### config.mk
export PLATFORM = sky130hd
export DESIGN_NAME = idc_top
export DESIGN_NICKNAME = d
export VERILOG_FILES = /design/src/logic/idc_pkg.sv /design/src/logic/idc_top.sv
export VERILOG_INCLUDE_DIRS = /design/src /design/src/logic
export SDC_FILE = /design/constraint.sdc
export NUM_CORES = 1
export LEC_CHECK = 0
export BUFFER_PORTS_ARGS = -buffer_cell sky130_fd_sc_hd__buf_2
export CAP_MARGIN = 30
export CORE_MARGIN = 2
export CORE_UTILIZATION = 55
export CTS_CLUSTER_SIZE = 40
export DETAILED_ROUTE_END_ITERATION = 6
export HOLD_SLACK_MARGIN = 0.06
export PLACE_DENSITY = 0.83
export SLEW_MARGIN = 0
export SYNTH_ARGS = -nofsm -noshare
export SYNTH_HDL_FRONTEND = slang
export SYNTH_SLANG_ARGS = --single-unit
### constraint.sdc
create_clock -name i_core_clk -period 3.87 [get_ports i_core_clk]
set_input_delay 0.774 -clock i_core_clk [delete_from_list [all_inputs] [get_ports i_core_clk]]
set_output_delay 0.774 -clock i_core_clk [all_outputs]
set_load 0.02 [all_outputs]
### src/logic/idc_defs.svh
// Constants for the ISA DMA and decode control block
// Assumes inclusion by the top module only
`ifndef IDC_DEFS_SVH
`define IDC_DEFS_SVH

// ----------------------------------------------------------------
// Channel and IRQ masks
// ----------------------------------------------------------------
`define IDC_DMA_CH_MASK     8'hEF
`define IDC_IRQ_MASK        16'hDEF8
`define IDC_DMA_NONE        3'h4

// ----------------------------------------------------------------
// Serial IRQ framing
// ----------------------------------------------------------------
`define IDC_SIRQ_SLOTS      5'h15
`define IDC_SIRQ_START_MIN  3'h4

// ----------------------------------------------------------------
// Decode slot (cycles after FRAME# for subtractive claim)
// ----------------------------------------------------------------
`define IDC_SUB_SLOT        3'h4
`define IDC_BIOS_BASE       32'hFFF00000
`define IDC_BIOS_MASK       32'hFFF00000

`endif

### src/logic/idc_pkg.sv
// Types for the ISA DMA and decode control block
// Assumes the defines header sits beside it
package idc_pkg;

    typedef enum logic [1:0]
    {
        IDC_IDLE = 2'h0,
        IDC_REQ  = 2'h1,
        IDC_XFER = 2'h3,
        IDC_DONE = 2'h2
    } idc_dma_st_t;

    typedef enum logic [1:0]
    {
        IDC_SQ_IDLE  = 2'h0,
        IDC_SQ_START = 2'h1,
        IDC_SQ_SLOTS = 2'h3
    } idc_sirq_st_t;

    typedef struct packed
    {
        logic        frame;
        logic        claimed;
        logic [31:0] addr;
    } idc_pci_t;

    typedef struct packed
    {
        idc_dma_st_t  dma_st;
        logic [2:0]   chan;
        logic [7:0]   dack_n;
        logic         tc;
        logic         aen;
        logic         req_n;
        idc_sirq_st_t sq_st;
        logic [2:0]   sq_low;
        logic [4:0]   sq_slot;
        logic [1:0]   sq_phase;
        logic         sq_out;
        logic         sq_oe;
        logic         strap_done;
        logic         bios_pos;
        logic         test_mode;
        logic [2:0]   dec_cnt;
        logic         devsel_n;
        logic         chk_err;
    } idc_state_t;

endpackage

### src/logic/idc_top.sv
// ISA DMA handshake, serial IRQ slave, decode and PC/PCI request control
// Assumes pin inputs are asynchronous and pass two flip-flops here, except i_last_xfer, i_xfer_done and i_pci
`timescale 1ns/1ps
`include "idc_defs.svh"

module idc_top
(
    // Clock and reset
    input  wire logic            i_core_clk,
    input  wire logic            i_nrst,
    // ISA DMA and master
    input  wire logic [7:0]      i_dma_req,
    input  wire logic            i_isa_master_req,
    input  wire logic            i_last_xfer,
    input  wire logic            i_xfer_done,
    input  wire logic            i_io_chk_n,
    input  wire logic [15:0]     i_irq,
    output logic [7:0]           o_dack_n,
    output logic                 o_tc,
    output logic                 o_aen,
    output logic                 o_io_chk_err,
    // PC/PCI arbitration
    output logic                 o_pcpci_bus_request_n,
    input  wire logic            i_pcpci_bus_grant_n,
    // Decode
    input  wire idc_pkg::idc_pci_t i_pci,
    input  wire logic            i_prohibit,
    input  wire logic            i_bios_positive_decode_strap_n,
    input  wire logic            i_ale,
    output logic                 o_devsel_n,
    output logic                 o_bios_pos,
    output logic                 o_test_mode,
    // Serial IRQ pin
    input  wire logic            i_serirq,
    output logic                 o_serirq,
    output logic                 o_serirq_oe
);
    import idc_pkg::*;

    // ----------------------------------------------------------------
    // Input synchronisers
    // ----------------------------------------------------------------
    localparam int SW = 8 + 1 + 1 + 16 + 1 + 1 + 1 + 1 + 1;
    // Idle pin levels, so no false error, grant or frame start follows reset
    localparam logic [SW-1:0] SYNC_IDLE = {8'h00, 1'b0, 1'b1, 16'h0000, 1'b1, 1'b1, 1'b1,
                                           1'b0, 1'b1};
    logic [SW-1:0] sync1;
    logic [SW-1:0] sync2;
    wire  [SW-1:0] raw = {i_dma_req, i_isa_master_req, i_io_chk_n, i_irq,
                          i_pcpci_bus_grant_n, i_prohibit,
                          i_bios_positive_decode_strap_n, i_ale, i_serirq};
    always_ff @(posedge i_core_clk or negedge i_nrst)
    begin
        if (!i_nrst)
        begin
            sync1 <= SYNC_IDLE;
            sync2 <= SYNC_IDLE;
        end
        else
        begin
            sync1 <= raw;
            sync2 <= sync1;
        end
    end
    logic [7:0]  dreq;
    logic        mreq;
    logic        chk_n;
    logic [15:0] irq;
    logic        gnt_n;
    logic        prohibit;
    logic        bpd_n;
    logic        ale;
    logic        sirq_in;
    assign {dreq, mreq, chk_n, irq, gnt_n, prohibit, bpd_n, ale, sirq_in} = sync2;

    // ----------------------------------------------------------------
    // State
    // ----------------------------------------------------------------
    idc_state_t st;
    idc_state_t next_st;
    logic [7:0] dreq_v;
    logic [15:0] irq_v;
    logic [2:0] pick;
    logic       pick_ok;
    logic       in_bios;

    always_comb
    begin
        dreq_v  = dreq & `IDC_DMA_CH_MASK;
        irq_v   = irq & `IDC_IRQ_MASK;
        pick    = `IDC_DMA_NONE;
        pick_ok = 1'b0;
        for (int i = 7; i >= 0; i--)
        begin
            if (dreq_v[i])
            begin
                pick    = 3'(i);
                pick_ok = 1'b1;
            end
        end
        in_bios = (i_pci.addr & `IDC_BIOS_MASK) == `IDC_BIOS_BASE;
        next_st = st;

        // DMA sequencer
        unique case (st.dma_st)
            IDC_IDLE:
            begin
                if (pick_ok || mreq)
                begin
                    next_st.req_n  = 1'b0;
                    next_st.chan   = pick;
                    next_st.dma_st = IDC_REQ;
                end
            end
            IDC_REQ:
            begin
                if (!gnt_n)
                begin
                    next_st.req_n  = 1'b1;
                    next_st.dma_st = IDC_XFER;
                    if (st.chan != `IDC_DMA_NONE)
                    begin
                        next_st.dack_n[st.chan] = 1'b0;
                        next_st.aen = 1'b1;
                        next_st.tc  = i_last_xfer;
                    end
                end
            end
            IDC_XFER:
            begin
                next_st.tc = i_last_xfer && st.chan != `IDC_DMA_NONE;
                if (i_xfer_done || (st.chan == `IDC_DMA_NONE && !mreq))
                begin
                    next_st.dma_st = IDC_DONE;
                    next_st.dack_n = 8'hFF;
                    next_st.aen    = 1'b0;
                    next_st.tc     = 1'b0;
                end
            end
            IDC_DONE:
            begin
                next_st.dma_st = IDC_IDLE;
            end
        endcase

        // Channel check error, set wins over nothing; cleared by reset
        if (!chk_n)
        begin
            next_st.chk_err = 1'b1;
        end

        // Strap capture at first latch-enable high after reset
        if (!st.strap_done && ale)
        begin
            next_st.strap_done = 1'b1;
            next_st.bios_pos   = !bpd_n;
            next_st.test_mode  = prohibit;
        end

        // Decode claim
        next_st.devsel_n = 1'b1;
        if (!i_pci.frame)
        begin
            next_st.dec_cnt = '0;
        end
        else if (st.dec_cnt != `IDC_SUB_SLOT)
        begin
            next_st.dec_cnt = st.dec_cnt + 3'h1;
        end
        if (i_pci.frame && st.bios_pos && in_bios && st.dec_cnt == 3'h0)
        begin
            next_st.devsel_n = 1'b0;
        end
        else if (i_pci.frame && st.dec_cnt == `IDC_SUB_SLOT - 3'h1 && !i_pci.claimed
                 && !(st.bios_pos && in_bios)
                 && (!prohibit || st.bios_pos))
        begin
            next_st.devsel_n = 1'b0;
        end

        // Serial IRQ slave, one sample per slot phase of three clocks
        next_st.sq_oe  = 1'b0;
        next_st.sq_out = 1'b1;
        unique case (st.sq_st)
            IDC_SQ_IDLE:
            begin
                // Saturate, so a long start frame still counts as one
                next_st.sq_low = sirq_in ? 3'h0
                               : (st.sq_low == 3'h7) ? 3'h7 : st.sq_low + 3'h1;
                if (sirq_in && st.sq_low >= `IDC_SIRQ_START_MIN)
                begin
                    next_st.sq_st    = IDC_SQ_SLOTS;
                    next_st.sq_slot  = '0;
                    next_st.sq_phase = 2'h1;
                end
                else if (!sirq_in && st.sq_low == 3'h0 && |irq_v)
                begin
                    next_st.sq_st = IDC_SQ_START;          // quiet mode start
                end
            end
            IDC_SQ_START:
            begin
                next_st.sq_st  = IDC_SQ_IDLE;
                next_st.sq_low = 3'h1;
            end
            IDC_SQ_SLOTS:
            begin
                next_st.sq_phase = (st.sq_phase == 2'h2) ? 2'h0 : st.sq_phase + 2'h1;
                if (st.sq_phase == 2'h2)
                begin
                    next_st.sq_slot = st.sq_slot + 5'h1;
                end
                if (st.sq_slot == `IDC_SIRQ_SLOTS)
                begin
                    next_st.sq_st  = IDC_SQ_IDLE;
                    next_st.sq_low = 3'h0;
                end
                else if (st.sq_phase == 2'h2 && st.sq_slot < 5'h0F
                         && irq_v[4'(st.sq_slot + 5'h1)])
                begin
                    next_st.sq_out = 1'b0;
                    next_st.sq_oe  = 1'b1;
                end
                else if (st.sq_oe && !st.sq_out)
                begin
                    next_st.sq_out = 1'b1;                 // recovery drive high
                    next_st.sq_oe  = 1'b1;
                end
            end
            default:
            begin
                next_st.sq_st = IDC_SQ_IDLE;
            end
        endcase
        if (st.sq_st == IDC_SQ_START)
        begin
            next_st.sq_out = 1'b0;
            next_st.sq_oe  = 1'b1;
        end
    end

    always_ff @(posedge i_core_clk or negedge i_nrst)
    begin
        if (!i_nrst)
        begin
            st          <= '0;
            st.dma_st   <= IDC_IDLE;
            st.sq_st    <= IDC_SQ_IDLE;
            st.dack_n   <= 8'hFF;
            st.req_n    <= 1'b1;
            st.sq_out   <= 1'b1;
            st.devsel_n <= 1'b1;
        end
        else
        begin
            st <= next_st;
        end
    end

    // ----------------------------------------------------------------
    // Outputs
    // ----------------------------------------------------------------
    assign o_dack_n              = st.dack_n;
    assign o_tc                  = st.tc;
    assign o_aen                 = st.aen;
    assign o_io_chk_err          = st.chk_err;
    assign o_pcpci_bus_request_n = st.req_n;
    assign o_devsel_n            = st.devsel_n;
    assign o_bios_pos            = st.bios_pos;
    assign o_test_mode           = st.test_mode;
    assign o_serirq              = st.sq_out;
    assign o_serirq_oe           = st.sq_oe;
endmodule
Word-level counts from Yosys, hierarchy flattened:

Index checks and enable logic that the tools add are counted.
Widths: inputs -> output; s select.

* flip-flop bits (word level): 100
* bits in latches: 0
* memory bits (writable): 0
* memory bits (read-only): 0
* output and inout port bits: 17
* word-level logic and storage cells: 148
* memories: 0

* add/subtract/negate cells: 4
* $mul: 0
* divide/modulo/power cells: 0
* magnitude comparators: 5
* equality and inequality tests: 22
* shift-type cells: 0
* muxes and demuxes: 48
* bitwise logic cells: 2
* reduce and logical (&&, ||, !) cells: 47

Operators by type and width (count)
* $mux 2: 12
* $mux 3: 8
* $mux 10: 2
* $pmux 10 s2: 1
* $logic_and 1x1->1: 18
* $mux 5: 3
* $ne 2x2->1 const B: 7
* $pmux 7 s2: 1
* $mux 1: 13
* $eq 12x12->1 const B: 1
* $reduce_and 3->1: 4
* $mux 11: 1
* $reduce_or 11->1: 1
* $ne 3x3->1 const B: 3
* $pmux 3 s3: 1
* $and 8x8->8: 1
* $eq 2x2->1 const B: 4
* $logic_not 1->1: 8
* $not 8->8: 1
* $pmux 2 s4: 1
* $reduce_and 2->1: 4
* $mux 7: 1
* $add 3x1->3 const B: 2
* $eq 3x3->1 const B: 2
* 21 further kinds: 28

Depth between registers and ports, before layout:

* word-level depth: 10
* gate-level depth with buffers: 6

Worst setup path before layout:

OpenSTA, ideal clock, no wires.

* path kind: register to register
* from: register st[13] in the netlist's numbering
* to: register st, in the netlist o_serirq_oe
* library setup time: 0.065 ns
* arrival time: 1.622 ns
* data required time: 3.805 ns
* setup slack: 2.183 ns
* stages on the path, launching flop included: 6
* clock period less this slack: 1.687 ns
* cell sequence: dfrtp_1 -> ha_1 -> xnor2_1 -> mux4_2 -> nand3_2 -> a31o_1

RTL lines
* start, declared: RTL line idc_top.sv:79 `idc_state_t st;`
* start signal, assigned: RTL line idc_top.sv:256 `st <= next_st;`

==> metrics.md <==
| Metric | Value |
|---|---|
| Critical Path RT | `4160 ps` |
| Worst skew pair latency | `350 ps` |
| Routed via count | `2025` |
| Count of cell types in the netlist | `53` |
| CTS sink cnt | `88` |
| Post-Syn Nets | `332` |
| Syn Inst Count | `256` |
| Pre-Repair DR Iteration Count | `4` |
| Cell count of the worst reg-to-reg path | `5` |
| Tot GR Track Use | `18.2%` |
| # IOs | `86` |
| Most frequent cells in the layout | `dfrtp_1 (67), buf_2 (58), nand2_1 (26), dfstp_2 (21), nor2_1 (12)` |
| Crit path launch type | `register` |
| Post-Layout Cell Count | `395` |
| Total power | `0.00232 W` |
| Arr. time, crit path | `2310 ps` |
| FF+latch area | `2230 sq um` |
| Largest vdd supply drop | `362 uV` |
| RR Endpoint | `o_serirq_oe` |
| Fraction of registers with async set/reset | `100%` |
| Pleak | `1.72 nW` |
| Min Tclk post-route | `2020 ps` |
| R2R Setup Slk | `1850 ps` |
| RePlAce Congestion | `0.793` |
| Area Growth Syn to Fin | `16.4%` |
| Max clock buf depth | `2` |
| CTS Buf Count | `9` |
| Sequential share of power | `51.8%` |
| Number of placed instances, taps included | `379` |
| Clk slew on worst S/H paths | `80 ps` |
| Critical path type | `reg -> reg` |
| Mapped cell area | `3330 sq um` |
| Yosys top cell area share | `50.3%` |
| Synth Flop Type | `dfrtp_1` |
| Total core area | `5890 sq um` |
| Routed wire per std cell | `13.8 um` |
| Post-synth top area cell | `dfrtp_1` |
| Final #Nets | `391` |
| H-tree Lvls | `3` |
| Initial Util | `56.6%` |
| Switching pwr | `0.000670 W` |
| Final ANT Viol Nets | `0` |
| Hold Path Class | `in -> async` |
| Die Height | `81.9 um` |
| Die footprint | `6700 sq um` |
| Slew Limit Fails | `0` |
| Setup ws final | `1850 ps` |
| Max-cap violations | `0` |
| Post-synth EDFFs | `0` |
| Reg-to-reg startpoint | `st[12]` |
| Post-CTS setup repair buffer count | `0` |
| Final setup fails | `0` |
| Worst setup EP type | `register` |
| Post-CTS sizing | `0` |
| Antenna Cells | `0` |
| Slowest cell on the critical path | `mux4_2` |
| Pwr dens | `598 nW/um^2` |
| Internal power | `0.00165 W` |
| Largest net degree at the start of global routing | `62` |
| Sw Share | `28.9%` |
| Congestion Overflow GR | `0` |
| First-pass GRT wire length | `8970 um` |
| Fillers | `453` |
| Hold slack | `336 ps` |
| Max incr delay on CP | `570 ps` |
| Final Skew | `10.9 ps` |
| DP Worst Slack | `1870 ps` |
| Slew margin rel. | `66.6%` |
| CTS tree | `done` |
| Final wirelength | `5470 um` |
| Drt drc | `0` |
| Final Hold Vio Count | `0` |
| Clk pwr share | `28.5%` |
| Synth warnings | `0` |
| Crit Path Max Fanout | `12` |
| Commonest non-fill, non-tap cell in the layout | `dfrtp_1` |
| Area of the multi-input gates | `987 sq um` |
| Proportion of layout cells with a drive suffix above 1 | `33.8%` |
| Root buffer cell | `clkbuf_8` |
| Routed vias/inst | `5.13` |
| Tcrit/Tclk final | `52.2%` |
| RSZ-0062 raised after global routing | `false` |
| Hold-fix buffers, CTS | `0` |
| Peak Freq | `495 MHz` |
| Row cnt | `28` |
| Antenna violations before repair | `0` |
| Sequential area share after synthesis | `66.9%` |
| Synthesized area per cell | `13.0 sq um` |
| Status | `finished clean` |
| Post-synthesis register bit count | `88` |
| IO Port Bufs | `59` |
| Die X | `81.9 um` |
| Synth area leaders | `dfrtp_1 (50%), dfstp_2 (17%), nand2_1 (2.9%)` |
| CP Cell Sequence | `ha_1 > xnor2_1 > mux4_2 > nand3_2 > a31o_1` |
| Vias in the first global route | `1960` |
| Worst-Margin Slew | `501 ps` |
| Logic pwr share | `19.7%` |
| DP HPWL | `3820 um` |
| First DRT Iteration DRCs | `99` |
| Post-route setup TNS | `0 ps` |
==> cells by family (layout without fill, tap and decap cells) <==
logic type,Yosys count,in the layout,share of synthesized area [%]
mux,8,8,3.34
compound gates,42,42,8.48
xor+xnor,5,5,1.31
flops,88,88,66.9
fa+ha+maj,7,7,2.63
buf+inv,22,86,3.53
simple gates,84,84,13.9
==> routing by layer <==
metal | part of all wire (%) | GRT usage [%]
met5 | 0 | 0
met4 | 2.1 | 10.7
met3 | 4.4 | 4.40
met2 | 49 | 27.4
met1 | 44 | 24.0
==> how the worst max path moves through the flow <==
stage | end | start | slack (ps)
finish | o_serirq_oe | st[12] | 1850
global route | o_serirq_oe | st[12] | 1650
CTS | o_serirq_oe | st[12] | 1830
detailed placement | o_serirq_oe | st[12] | 1870
global placement | o_serirq_oe | st[12] | 1870
floorplan | o_serirq_oe | st[13] | 2180
==> area by class of cell <==
cell class,count,share of cell area [%]
Multi-Input combinational cell,146,25.5
Inverter,10,0.968
Timing Repair Buffer,60,8.39
Clock inverter,3,1.74
Tap cell,75,2.42
Clock buffer,13,3.58
Sequential cell,88,57.5
==> cell usage after synthesis, types with 3 or more instances <==
cell type	number
a21boi_0	4
a21oi_1	3
buf_4	9
dfrtp_1	67
dfstp_2	21
ha_1	7
inv_1	10
mux2i_1	4
nand2_1	26
nand2b_1	10
nand3_1	6
nand4_1	4
nor2_1	12
nor3b_1	3
nor4_1	3
o21ai_0	11
o21ai_1	5
o21bai_1	3
o31ai_1	4
xnor2_1	3
==> critical path: cells and delay by family (launching register included) <==
family / cells / cell delay, ps
multiplexers: 1 / 570
flip-flops: 1 / 530
adder cells (fa/ha/maj): 1 / 330
XOR/XNOR: 1 / 290
AO/OA/AOI/OAI: 1 / 140
AND/OR/NAND/NOR: 1 / 100
==> power by group through the flow <==
stage | clock, W | sequential [W] | combinational, W
after global placement | 0 | 0.00121 | 0.000431
after floorplan | 0 | 0.00120 | 0.000353
final | 0.000661 | 0.00120 | 0.000457
after detailed placement | 0 | 0.00122 | 0.000456
after global routing | 0.000719 | 0.00122 | 0.000514
after CTS | 0.000675 | 0.00120 | 0.000458
==> state kept, by name (all words and copies together), names as in the netlist <==
name                   count
sync1                     25
sync2                     25
st                        21
o_dack_n                   8
o_aen                      1
o_bios_pos                 1
o_devsel_n                 1
o_io_chk_err               1
o_pcpci_bus_request_n      1
o_serirq                   1
o_serirq_oe                1
o_tc                       1
o_test_mode                1
==> stage by stage <==
stage	cell area [sq um]	util, %
CTS	3880	65.9
floorplan	3330	-
global placement	3640	61.9
finish	3880	65.9
detailed placement	3670	62.4
global route	3880	65.9
Power figures use the tool's default switching activity.
